### src/verilog/gpio_port_regs.svh
`ifndef GPIO_PORT_REGS_SVH
`define GPIO_PORT_REGS_SVH

// ----------------------------------------------------------------
// Register byte offsets
// ----------------------------------------------------------------
`define OFS_PORT_OUTPUT_LATCH      12'h000
`define OFS_PORT_DIRECTION         12'h004
`define OFS_PORT_PULLUP_SELECT     12'h008
`define OFS_ANALOG_INPUT_DIS_LOW   12'h00C
`define OFS_PORT_LATCH_RMW         12'h010
`define OFS_STANDBY_CONTROL        12'h014
`define OFS_EXT_INT_ENABLE         12'h018

// ----------------------------------------------------------------
// Reset values and fields
// ----------------------------------------------------------------
`define RST_PORT_REG               8'h00
`define STBY_FLOAT_BIT             0
`define STBY_STOP_BIT              1
`define STBY_WATCH_BIT             2

`endif

### src/verilog/gpio_port_pkg.sv
package gpio_port_pkg;

    // Per-pin drive towards the pad ring
    typedef struct packed {
        logic [7:0] out_val;
        logic [7:0] out_en_n;
        logic [7:0] pullup_en;
    } pad_drive_t;

    // APB slave answer
    typedef struct packed {
        logic [31:0] prdata;
        logic        pready;
        logic        pslverr;
    } apb_resp_t;

endpackage

### src/verilog/general_purpose_port_zero.sv
`timescale 1ns/1ps
`include "gpio_port_regs.svh"
// Function
// - Direction one drives latch onto pin
// - Latch write appears on output pins
// - Direction zero leaves pin undriven
// - Input pin latch still written
// - Normal read pin, RMW read latch
// - Output pins read back latch
// - Two read paths for data
// - Config registers read back written value
// - Pull-up select enables pull-up
// - Analog disable one enables digital input
// - Pin n maps to bit n
// - All registers reset to zero
// - Reset makes all pins inputs
// - Standby float blocks pins, and inputs without interrupt enable
// - Pull-up dropped while driving low

module general_purpose_port_zero #(
    parameter int WIDTH = 8
) (
    // Clock and reset
    input  wire logic              sys_clk,
    input  wire logic              resetn,
    // APB slave
    input  wire logic              psel,
    input  wire logic              penable,
    input  wire logic              pwrite,
    input  wire logic [11:0]       paddr,
    input  wire logic [31:0]       pwdata,
    input  wire logic [3:0]        pstrb,
    output logic      [31:0]       prdata,
    output logic                   pready,
    output logic                   pslverr,
    // Pins
    input  wire logic [WIDTH-1:0]  pin_in,
    output logic      [WIDTH-1:0]  pin_out,
    output logic      [WIDTH-1:0]  pin_oe_n,
    output logic      [WIDTH-1:0]  pin_pullup_en
);

    // ----------------------------------------------------------------
    // Parameter check
    // ----------------------------------------------------------------
    if (WIDTH != 8) begin : g_bad_width
        $error("port width must be 8");
    end

    // ----------------------------------------------------------------
    // Register state
    // ----------------------------------------------------------------
    logic [WIDTH-1:0] latch_ff;
    logic [WIDTH-1:0] dir_ff;
    logic [WIDTH-1:0] pullup_ff;
    logic [WIDTH-1:0] adis_ff;
    logic [WIDTH-1:0] eint_ff;
    logic [2:0]       stby_ff;
    logic [WIDTH-1:0] pin_level;
    gpio_port_pkg::apb_resp_t resp_q_ff;
    gpio_port_pkg::apb_resp_t nxt_resp;

    // ----------------------------------------------------------------
    // Address decode
    // ----------------------------------------------------------------
    logic access_w;
    logic wr_w;
    logic lane0_w;
    logic hit_latch_w;
    logic hit_dir_w;
    logic hit_pull_w;
    logic hit_adis_w;
    logic hit_rmw_w;
    logic hit_stby_w;
    logic hit_eint_w;
    logic mapped_w;
    logic float_w;

    // Setup phase only, so each access is taken once
    assign access_w    = psel && !penable;
    assign wr_w        = psel && penable && pwrite && resp_q_ff.pready; // Completing edge
    assign lane0_w     = pstrb[0];
    assign hit_latch_w = (paddr == `OFS_PORT_OUTPUT_LATCH);
    assign hit_dir_w   = (paddr == `OFS_PORT_DIRECTION);
    assign hit_pull_w  = (paddr == `OFS_PORT_PULLUP_SELECT);
    assign hit_adis_w  = (paddr == `OFS_ANALOG_INPUT_DIS_LOW);
    assign hit_rmw_w   = (paddr == `OFS_PORT_LATCH_RMW);
    assign hit_stby_w  = (paddr == `OFS_STANDBY_CONTROL);
    assign hit_eint_w  = (paddr == `OFS_EXT_INT_ENABLE);
    assign mapped_w    = hit_latch_w | hit_dir_w | hit_pull_w | hit_adis_w
                       | hit_rmw_w | hit_stby_w | hit_eint_w;

    // Float only while float bit set and a standby mode entered
    assign float_w = stby_ff[`STBY_FLOAT_BIT]
                   & (stby_ff[`STBY_STOP_BIT] | stby_ff[`STBY_WATCH_BIT]);

    // ----------------------------------------------------------------
    // Register writes
    // ----------------------------------------------------------------
    // Reset clears all, pins become inputs
    // Eight-bit write, three bits for standby, lands on next edge
    always_ff @(posedge sys_clk) begin
        if (!resetn) begin
            latch_ff  <= `RST_PORT_REG;
            dir_ff    <= `RST_PORT_REG;
            pullup_ff <= `RST_PORT_REG;
            adis_ff   <= `RST_PORT_REG;
            eint_ff   <= `RST_PORT_REG;
            stby_ff   <= 3'h0;
        end else if (wr_w && lane0_w) begin
            if (hit_latch_w || hit_rmw_w) latch_ff <= pwdata[7:0];
            if (hit_dir_w)  dir_ff    <= pwdata[7:0];
            if (hit_pull_w) pullup_ff <= pwdata[7:0];
            if (hit_adis_w) adis_ff   <= pwdata[7:0];
            if (hit_eint_w) eint_ff   <= pwdata[7:0];
            if (hit_stby_w) stby_ff   <= pwdata[2:0];
        end
    end

    // ----------------------------------------------------------------
    // Read mux
    // ----------------------------------------------------------------
    // Inputs read pin level, outputs read latch
    logic [7:0] normal_rd_w;
    assign normal_rd_w = (dir_ff & latch_ff) | (~dir_ff & pin_level);

    // Separate RMW path and plain readback
    always_comb begin
        nxt_resp         = '0;
        nxt_resp.pready  = 1'b1;
        nxt_resp.pslverr = !mapped_w;
        if (!pwrite) begin
            if (hit_latch_w) nxt_resp.prdata[7:0] = normal_rd_w;
            if (hit_rmw_w)   nxt_resp.prdata[7:0] = latch_ff;
            if (hit_dir_w)   nxt_resp.prdata[7:0] = dir_ff;
            if (hit_pull_w)  nxt_resp.prdata[7:0] = pullup_ff;
            if (hit_adis_w)  nxt_resp.prdata[7:0] = adis_ff;
            if (hit_eint_w)  nxt_resp.prdata[7:0] = eint_ff;
            if (hit_stby_w)  nxt_resp.prdata[2:0] = stby_ff;
        end
    end

    // Answer captured at setup, presented in the access phase
    always_ff @(posedge sys_clk) begin
        if (!resetn) begin
            resp_q_ff <= '0;
        end else begin
            resp_q_ff <= access_w ? nxt_resp : '0;
        end
    end

    // Fields are zero outside the access cycle, so no gating is needed
    assign prdata  = resp_q_ff.prdata;
    assign pready  = resp_q_ff.pready;
    assign pslverr = resp_q_ff.pslverr;

    // ----------------------------------------------------------------
    // Pad control
    // ----------------------------------------------------------------
    port_pad_ctrl #(
        .WIDTH (WIDTH)
    ) u_pad (
        .sys_clk       (sys_clk),
        .resetn        (resetn),
        .latch         (latch_ff),
        .dir           (dir_ff),
        .pull_sel      (pullup_ff),
        .adis          (adis_ff),
        .eint_en       (eint_ff),
        .float_req     (float_w),
        .pin_in        (pin_in),
        .pin_out       (pin_out),
        .pin_oe_n      (pin_oe_n),
        .pin_pullup_en (pin_pullup_en),
        .pin_level     (pin_level)
    );

endmodule // general_purpose_port_zero

### src/verilog/port_pad_ctrl.sv
`timescale 1ns/1ps
`include "gpio_port_regs.svh"

// Combines register state into registered pad controls and input gating
module port_pad_ctrl #(
    parameter int WIDTH = 8
) (
    // Clock and reset
    input  wire logic             sys_clk,
    input  wire logic             resetn,
    // Register state
    input  wire logic [WIDTH-1:0] latch,
    input  wire logic [WIDTH-1:0] dir,
    input  wire logic [WIDTH-1:0] pull_sel,
    input  wire logic [WIDTH-1:0] adis,
    input  wire logic [WIDTH-1:0] eint_en,
    input  wire logic             float_req,
    // Pins
    input  wire logic [WIDTH-1:0] pin_in,
    output logic      [WIDTH-1:0] pin_out,
    output logic      [WIDTH-1:0] pin_oe_n,
    output logic      [WIDTH-1:0] pin_pullup_en,
    output logic      [WIDTH-1:0] pin_level
);

    // ----------------------------------------------------------------
    // Pad decisions
    // ----------------------------------------------------------------
    logic [WIDTH-1:0] drive_w;
    logic [WIDTH-1:0] drive_low_w;
    logic [WIDTH-1:0] in_ok_w;
    // Output drives latch; input not driven
    assign drive_w     = float_req ? '0 : dir;
    assign drive_low_w = drive_w & ~latch;
    // Float forces input low unless interrupt enabled
    assign in_ok_w     = adis & (float_req ? eint_en : '1);

    // Registered pad controls, so outputs come from flops
    always_ff @(posedge sys_clk) begin
        if (!resetn) begin
            pin_out       <= '0;
            pin_oe_n      <= '1;
            pin_pullup_en <= '0;
            pin_level     <= '0;
        end else begin
            pin_out       <= latch;
            pin_oe_n      <= ~drive_w;
            pin_pullup_en <= pull_sel & ~drive_low_w;
            pin_level     <= pin_in & in_ok_w;
        end
    end

endmodule // port_pad_ctrl
### config.mk
export PLATFORM = sky130hd
export DESIGN_NAME = general_purpose_port_zero
export DESIGN_NICKNAME = d
export VERILOG_FILES = /design/src/verilog/gpio_port_pkg.sv /design/src/verilog/general_purpose_port_zero.sv /design/src/verilog/port_pad_ctrl.sv
export VERILOG_INCLUDE_DIRS = /design/src /design/src/verilog
export SDC_FILE = /design/constraint.sdc
export NUM_CORES = 1
export LEC_CHECK = 0
export ABC_AREA = 1
export BUFFER_PORTS_ARGS = -buffer_cell sky130_fd_sc_hd__buf_2
export CAP_MARGIN = 25
export CORE_MARGIN = 5
export CORE_UTILIZATION = 35
export CTS_CLUSTER_DIAMETER = 100
export CTS_CLUSTER_SIZE = 12
export DETAILED_ROUTE_END_ITERATION = 8
export GPL_TIMING_DRIVEN = 0
export PLACE_DENSITY_LB_ADDON = 0.12
export SYNTH_ARGS = -nofsm -noshare
export SYNTH_HDL_FRONTEND = slang
export SYNTH_HIERARCHICAL = 1
export SYNTH_SLANG_ARGS = --single-unit
### constraint.sdc
create_clock -name sys_clk -period 1.5 [get_ports sys_clk]
set_input_delay 0.075 -clock sys_clk [delete_from_list [all_inputs] [get_ports sys_clk]]
set_output_delay 0.075 -clock sys_clk [all_outputs]
set_load 0.02 [all_outputs]
After elaboration in Yosys (flattened, before gate mapping)
Index checks and enable logic that the tools add are counted.
- register bits after elaboration: 109
- latch bits: 0
- RAM bits: 0
- bits in read-only memories: 0
- input port bits: 61
- logic and storage cells: 68
- memories: 0
- add/subtract/negate cells: 0
- $mul: 0
- divide/modulo/power cells: 0
- $lt $le $gt $ge: 0
- equal/unequal tests: 6
- shift-type cells: 0
- muxes and demuxes: 10
- bitwise operators: 21
- reduce and logical (&&, ||, !) cells: 17
- operators with widths (cell ; count):
    8-bit 2-to-1 mux ; 8
    8-bit AND ; 6
    12-bit by 5-bit == test with 1-bit output, second input constant ; 3
    8-bit inverter ; 4
    12-bit by 4-bit == test with 1-bit output, second input constant ; 2
    2-bit AND reduction ; 7
    12-bit by 3-bit == test with 1-bit output, second input constant ; 1
    12-bit logical NOT ; 1
    8-bit OR ; 1
    1-bit OR ; 7
    1-bit logical AND ; 5
    3-bit 2-to-1 mux ; 1
    3-bit OR reduction ; 1
    1-bit logical NOT ; 2
    2-bit 2-to-1 mux ; 1
    1-bit inverter ; 2
    1-bit AND ; 1
    1-bit logical OR ; 1

Longest topological paths before layout
- depth in word-level cells: 10
- gate-level depth with buffers: 12
- gate-level depth less buffers: 12

Modules after synthesis
Netlist, hierarchy kept.
- modules (own cells, without submodules) (module ; times used ; cells an instance ; area each (µm²) ; sequential area each (µm²)):
    general_purpose_port_zero ; 1 ; 388 ; 2761.4 ; 1061.0
    port_pad_ctrl ; 1 ; 134 ; 1077.3 ; 640.6

Worst setup path after synthesis
No wires, ideal clock.
- kind: register -> register
- from: reg resp_q_ff (netlist bit pready)
- to: reg pullup_ff[5]
- library setup time: 0.128 ns
- data arrival time: 1.405 ns
- data required time: 1.372 ns
- slack: -0.032 ns
- stages on the path, launching flop included: 7
- buffers on the path: 1
- clock period less this slack: 1.532 ns
- cells stage by stage: dfxtp_1 nand3_1 nor2_2 nand3_1 clkbuf_1 o21ai_0 a21oi_1
- longest elaborated chain between the ends: 3
- RTL lines (what ; RTL line ; source):
    start, declared ; general_purpose_port_zero.sv:60 ; gpio_port_pkg::apb_resp_t resp_q_ff;
    start signal, assigned ; general_purpose_port_zero.sv:148 ; resp_q_ff <= access_w ? nxt_resp : '0;
    1-bit logical AND ; general_purpose_port_zero.sv:81 ; assign wr_w = psel && penable && pwrite && resp_q_ff.pready;
    1-bit logical AND ; general_purpose_port_zero.sv:110 ; end else if (wr_w && lane0_w) begin
    2-bit AND reduction (no source line) ; - ;
    end signal, assigned ; general_purpose_port_zero.sv:106 ; pullup_ff <= `RST_PORT_REG;
    end signal, assigned ; general_purpose_port_zero.sv:113 ; if (hit_pull_w) pullup_ff <= pwdata[7:0];
    end, declared ; general_purpose_port_zero.sv:55 ; logic [WIDTH-1:0] pullup_ff;
Every way passes these cells.
A chain may end at the register's enable or synchronous reset.

Worst setup path after layout
- from: reg stby_ff[2]
- to: reg u_pad.pin_level[5]
- longest elaborated chain between the ends: 5
- RTL lines (what ; RTL line ; source):
    start, declared ; general_purpose_port_zero.sv:58 ; logic [2:0] stby_ff;
    start signal, assigned ; general_purpose_port_zero.sv:116 ; if (hit_stby_w) stby_ff <= pwdata[2:0];
    1-bit OR ; general_purpose_port_zero.sv:95 ; & (stby_ff[`STBY_STOP_BIT] | stby_ff[`STBY_WATCH_BIT]);
    1-bit AND ; general_purpose_port_zero.sv:94 ; assign float_w = stby_ff[`STBY_FLOAT_BIT]
    net float_w ; general_purpose_port_zero.sv:77 ; logic float_w;
    8-bit 2-to-1 mux ; port_pad_ctrl.sv:36 ; assign in_ok_w = adis & (float_req ? eint_en : '1);
    8-bit AND ; port_pad_ctrl.sv:36 ;
    8-bit AND ; port_pad_ctrl.sv:49 ; pin_level <= pin_in & in_ok_w;
    end signal, assigned ; port_pad_ctrl.sv:49 ;
    end, declared ; port_pad_ctrl.sv:23 ; output logic [WIDTH-1:0] pin_level
The timed path passes the listed nets, and every way through them passes these cells.

==> flow_summary.ini <==
[synth]
synthCells = 522
synth_area_leaders = dfxtp_1 44%, inv_1 9.8%, nand2_1 7.8%
netlist_area_um2 = 3840
netlist.area_leader.share_pct = 44.3
ys_seq_elements = 85
yosys.area.top_type = dfxtp_1
post_synth_num_cell_types = 29
yosysSeqAreaShare_pct = 44.3
avgSynthCellArea_um2 = 7.35
yosysWarningCount = 6

[global_route]
grt_max_degree = 15
grt_pass1_vias = 3230
antenna_found_initial = 0
overflow = 0
track_usage_pct = 15.5
grt_pass1_wl_um = 15800

[clock_network]
clkTransAtPathRegs_ns = 0.09
h-tree-depth = 3
cts_inserted_buffers = 9
clock_latency_ns = 0.36
cts_root_buffer = clkbuf_8
cts_sinks = 85
clock_path_buffers = 2
cts_tree = built

[hold_path]
hold_class = input port to flop

[routing]
wl_met1_um = 4460
viasPerCell = 4.42
routed.top_layer = met4
wirelength_um = 10100
dr.pass1.iters = 4
met2_wirelength_um = 4720
drtIter0Drc = 152
wl_per_cell_um = 13.0
ant_nets = 0
drcViolationCount = 0
vias = 3451
wl_met3_um = 747

[placement]
pre_cts_ws_ns = -0.252
dp.final_hpwl_um = 8020
finalWeightedCongestion = 0.883
dp_cells = 752
numPortBuffers = 67

[run]
max_cap_violations = 0

[timing]
layout_worst_path_cycle_share_pct = 95.2
final-hold-violation-count = 0
clock.fmax_mhz = 700
slew_violations = 0
period_needed_ns = 1.43
final-setup-viol-count = 0
fin_worst_skew_ns = 0.0107
rsz0062_at_grt = false
tns_ns = 0
layout_setup_ws_ns = 0.0719
hold_slack_ns = 0.0475

[worst_setup_path]
path_max_fanout = 10
slowest_stage = a21oi_1
cpPeakStageDelay_ns = 0.32
worstSetupEndpoint = u_pad/pin_level[5]
r2r_slack_ns = 0.07
path_cells = inv_1 > a21oi_1 > inv_1 > buf_2 > nor2_1 > nor2_1
critical_path.startpoint = stby_ff[2]
cp_data_arrival_time_ns = 1.68
ff2ff_path_depth = 6
startpoint_type = flop
criticalPathCategory = flop to flop
timing.rr.start = stby_ff[2]
reg2reg_to = u_pad/pin_level[5]
cp-end-kind = flop
cp_data_required_time_ns = 1.75

[die]
die_x_um = 115
dieHeight_um = 115
ios = 119
core-area_um2 = 10800
start_util_pct = 35.6
rows = 38
die_area_um2 = 13200

[pwr]
ir_drop_mv = 0.430
p_leak_nw = 2.26
power_density_nw_per_um2 = 884

[layout]
n_antenna_cell = 0
syn2layout_area_growth_pct = 24.4
fin_cells = 780
postLayoutCoreUtil_pct = 44.2
nFillCells = 1122
layout_common_cells = 100 x inv_1, 83 x dfxtp_1, 80 x nand2_1, 71 x buf_2, 49 x nor2_1
finalNetCount = 696
final-seq-area_um2 = 1700
drive_above_1_share_pct = 23.8
final_common_cell = inv_1
multi_input_comb_area_um2 = 1570

[outcome]
status = completed
==> cell families (layout without fill, tap and decap cells) <==
family | after synthesis | count (layout) | synth area share (%)
compound gates | 102 | 102 | 15.3
mux | 3 | 3 | 0.782
buf+inv | 143 | 238 | 17.4
simple gates | 188 | 188 | 22.1
flops | 85 | 85 | 44.3
other cells | 1 | 24 | 0.0977
==> area by class of cell <==
class	count	share of cell area, %
Sequential cell	85	35.7
Inverter	105	8.25
Clock buffer	11	2.96
Multi-Input combinational cell	317	33.0
Clock inverter	5	1.23
Buffer	38	5.79
Tap cell	140	3.67
Timing Repair Buffer	79	9.43
==> layer usage <==
metal	GRT usage, %	vias to the layer above
li1	-	1815
met1	19.7	1518
met2	25.5	98
met3	3.22	20
met4	6.96	0
met5	0	-
==> cell usage after synthesis (all sizes together) <==
cell type / n
mux2i: 3
o211ai: 2
o21ai: 49
clkbuf: 5
inv: 104
nor3: 5
a211oi: 8
o2111ai: 3
nand2: 84
clkinv: 1
conb: 1
dfxtp: 85
nor4: 2
buf: 33
nand3: 41
nor2: 56
a21oi: 40
==> worst min-delay path by stage <==
stage | start | end | slack [ns] | depth (start not counted)
global placement | penable | pready | 0.27 | 2
finish | pwrite | prdata[6] | 0.05 | 4
detailed placement | penable | pready | 0.28 | 2
floorplan | penable | pready | 0.17 | 1
global route | pwrite | prdata[6] | 0.05 | 4
CTS | pwrite | prdata[6] | 0.04 | 4
==> power breakdown <==
| group | switching, mW | total (mW) | internal [mW] |
|---|---|---|---|
| clock | 0.831 | 1.65 | 0.819 |
| combinational | 0.192 | 0.313 | 0.121 |
| sequential | 0.000932 | 2.26 | 2.26 |
| total | 1.02 | 4.22 | 3.20 |
==> stage by stage <==
| step | power (mW) | cell area (um^2) |
|---|---|---|
| finish | 4.22 | 4770 |
| global placement | 2.60 | 4440 |
| CTS | 4.26 | 4750 |
| detailed placement | 2.60 | 4440 |
| floorplan | 2.50 | 3930 |
| global route | 4.38 | 4770 |
==> critical path, delay by kind of cell, from the launching register on <==
kind / cells / cell delay (ns)
flops: 1 / 0.31
compound gates: 1 / 0.32
buf+inv: 3 / 0.50
simple gates: 2 / 0.18
==> timing repair <==
action                                  in CTS  in global routing
endpoints found under the hold margin        9                  0
gates resized for setup                      2                  5
endpoints found under the setup margin       8                 15
gates cloned                                 0                  0
hold buffers                                10                  0
setup buffers                                0                  2
pin swaps                                    0                  1
No activity file was read; power rests on OpenSTA's default activity.
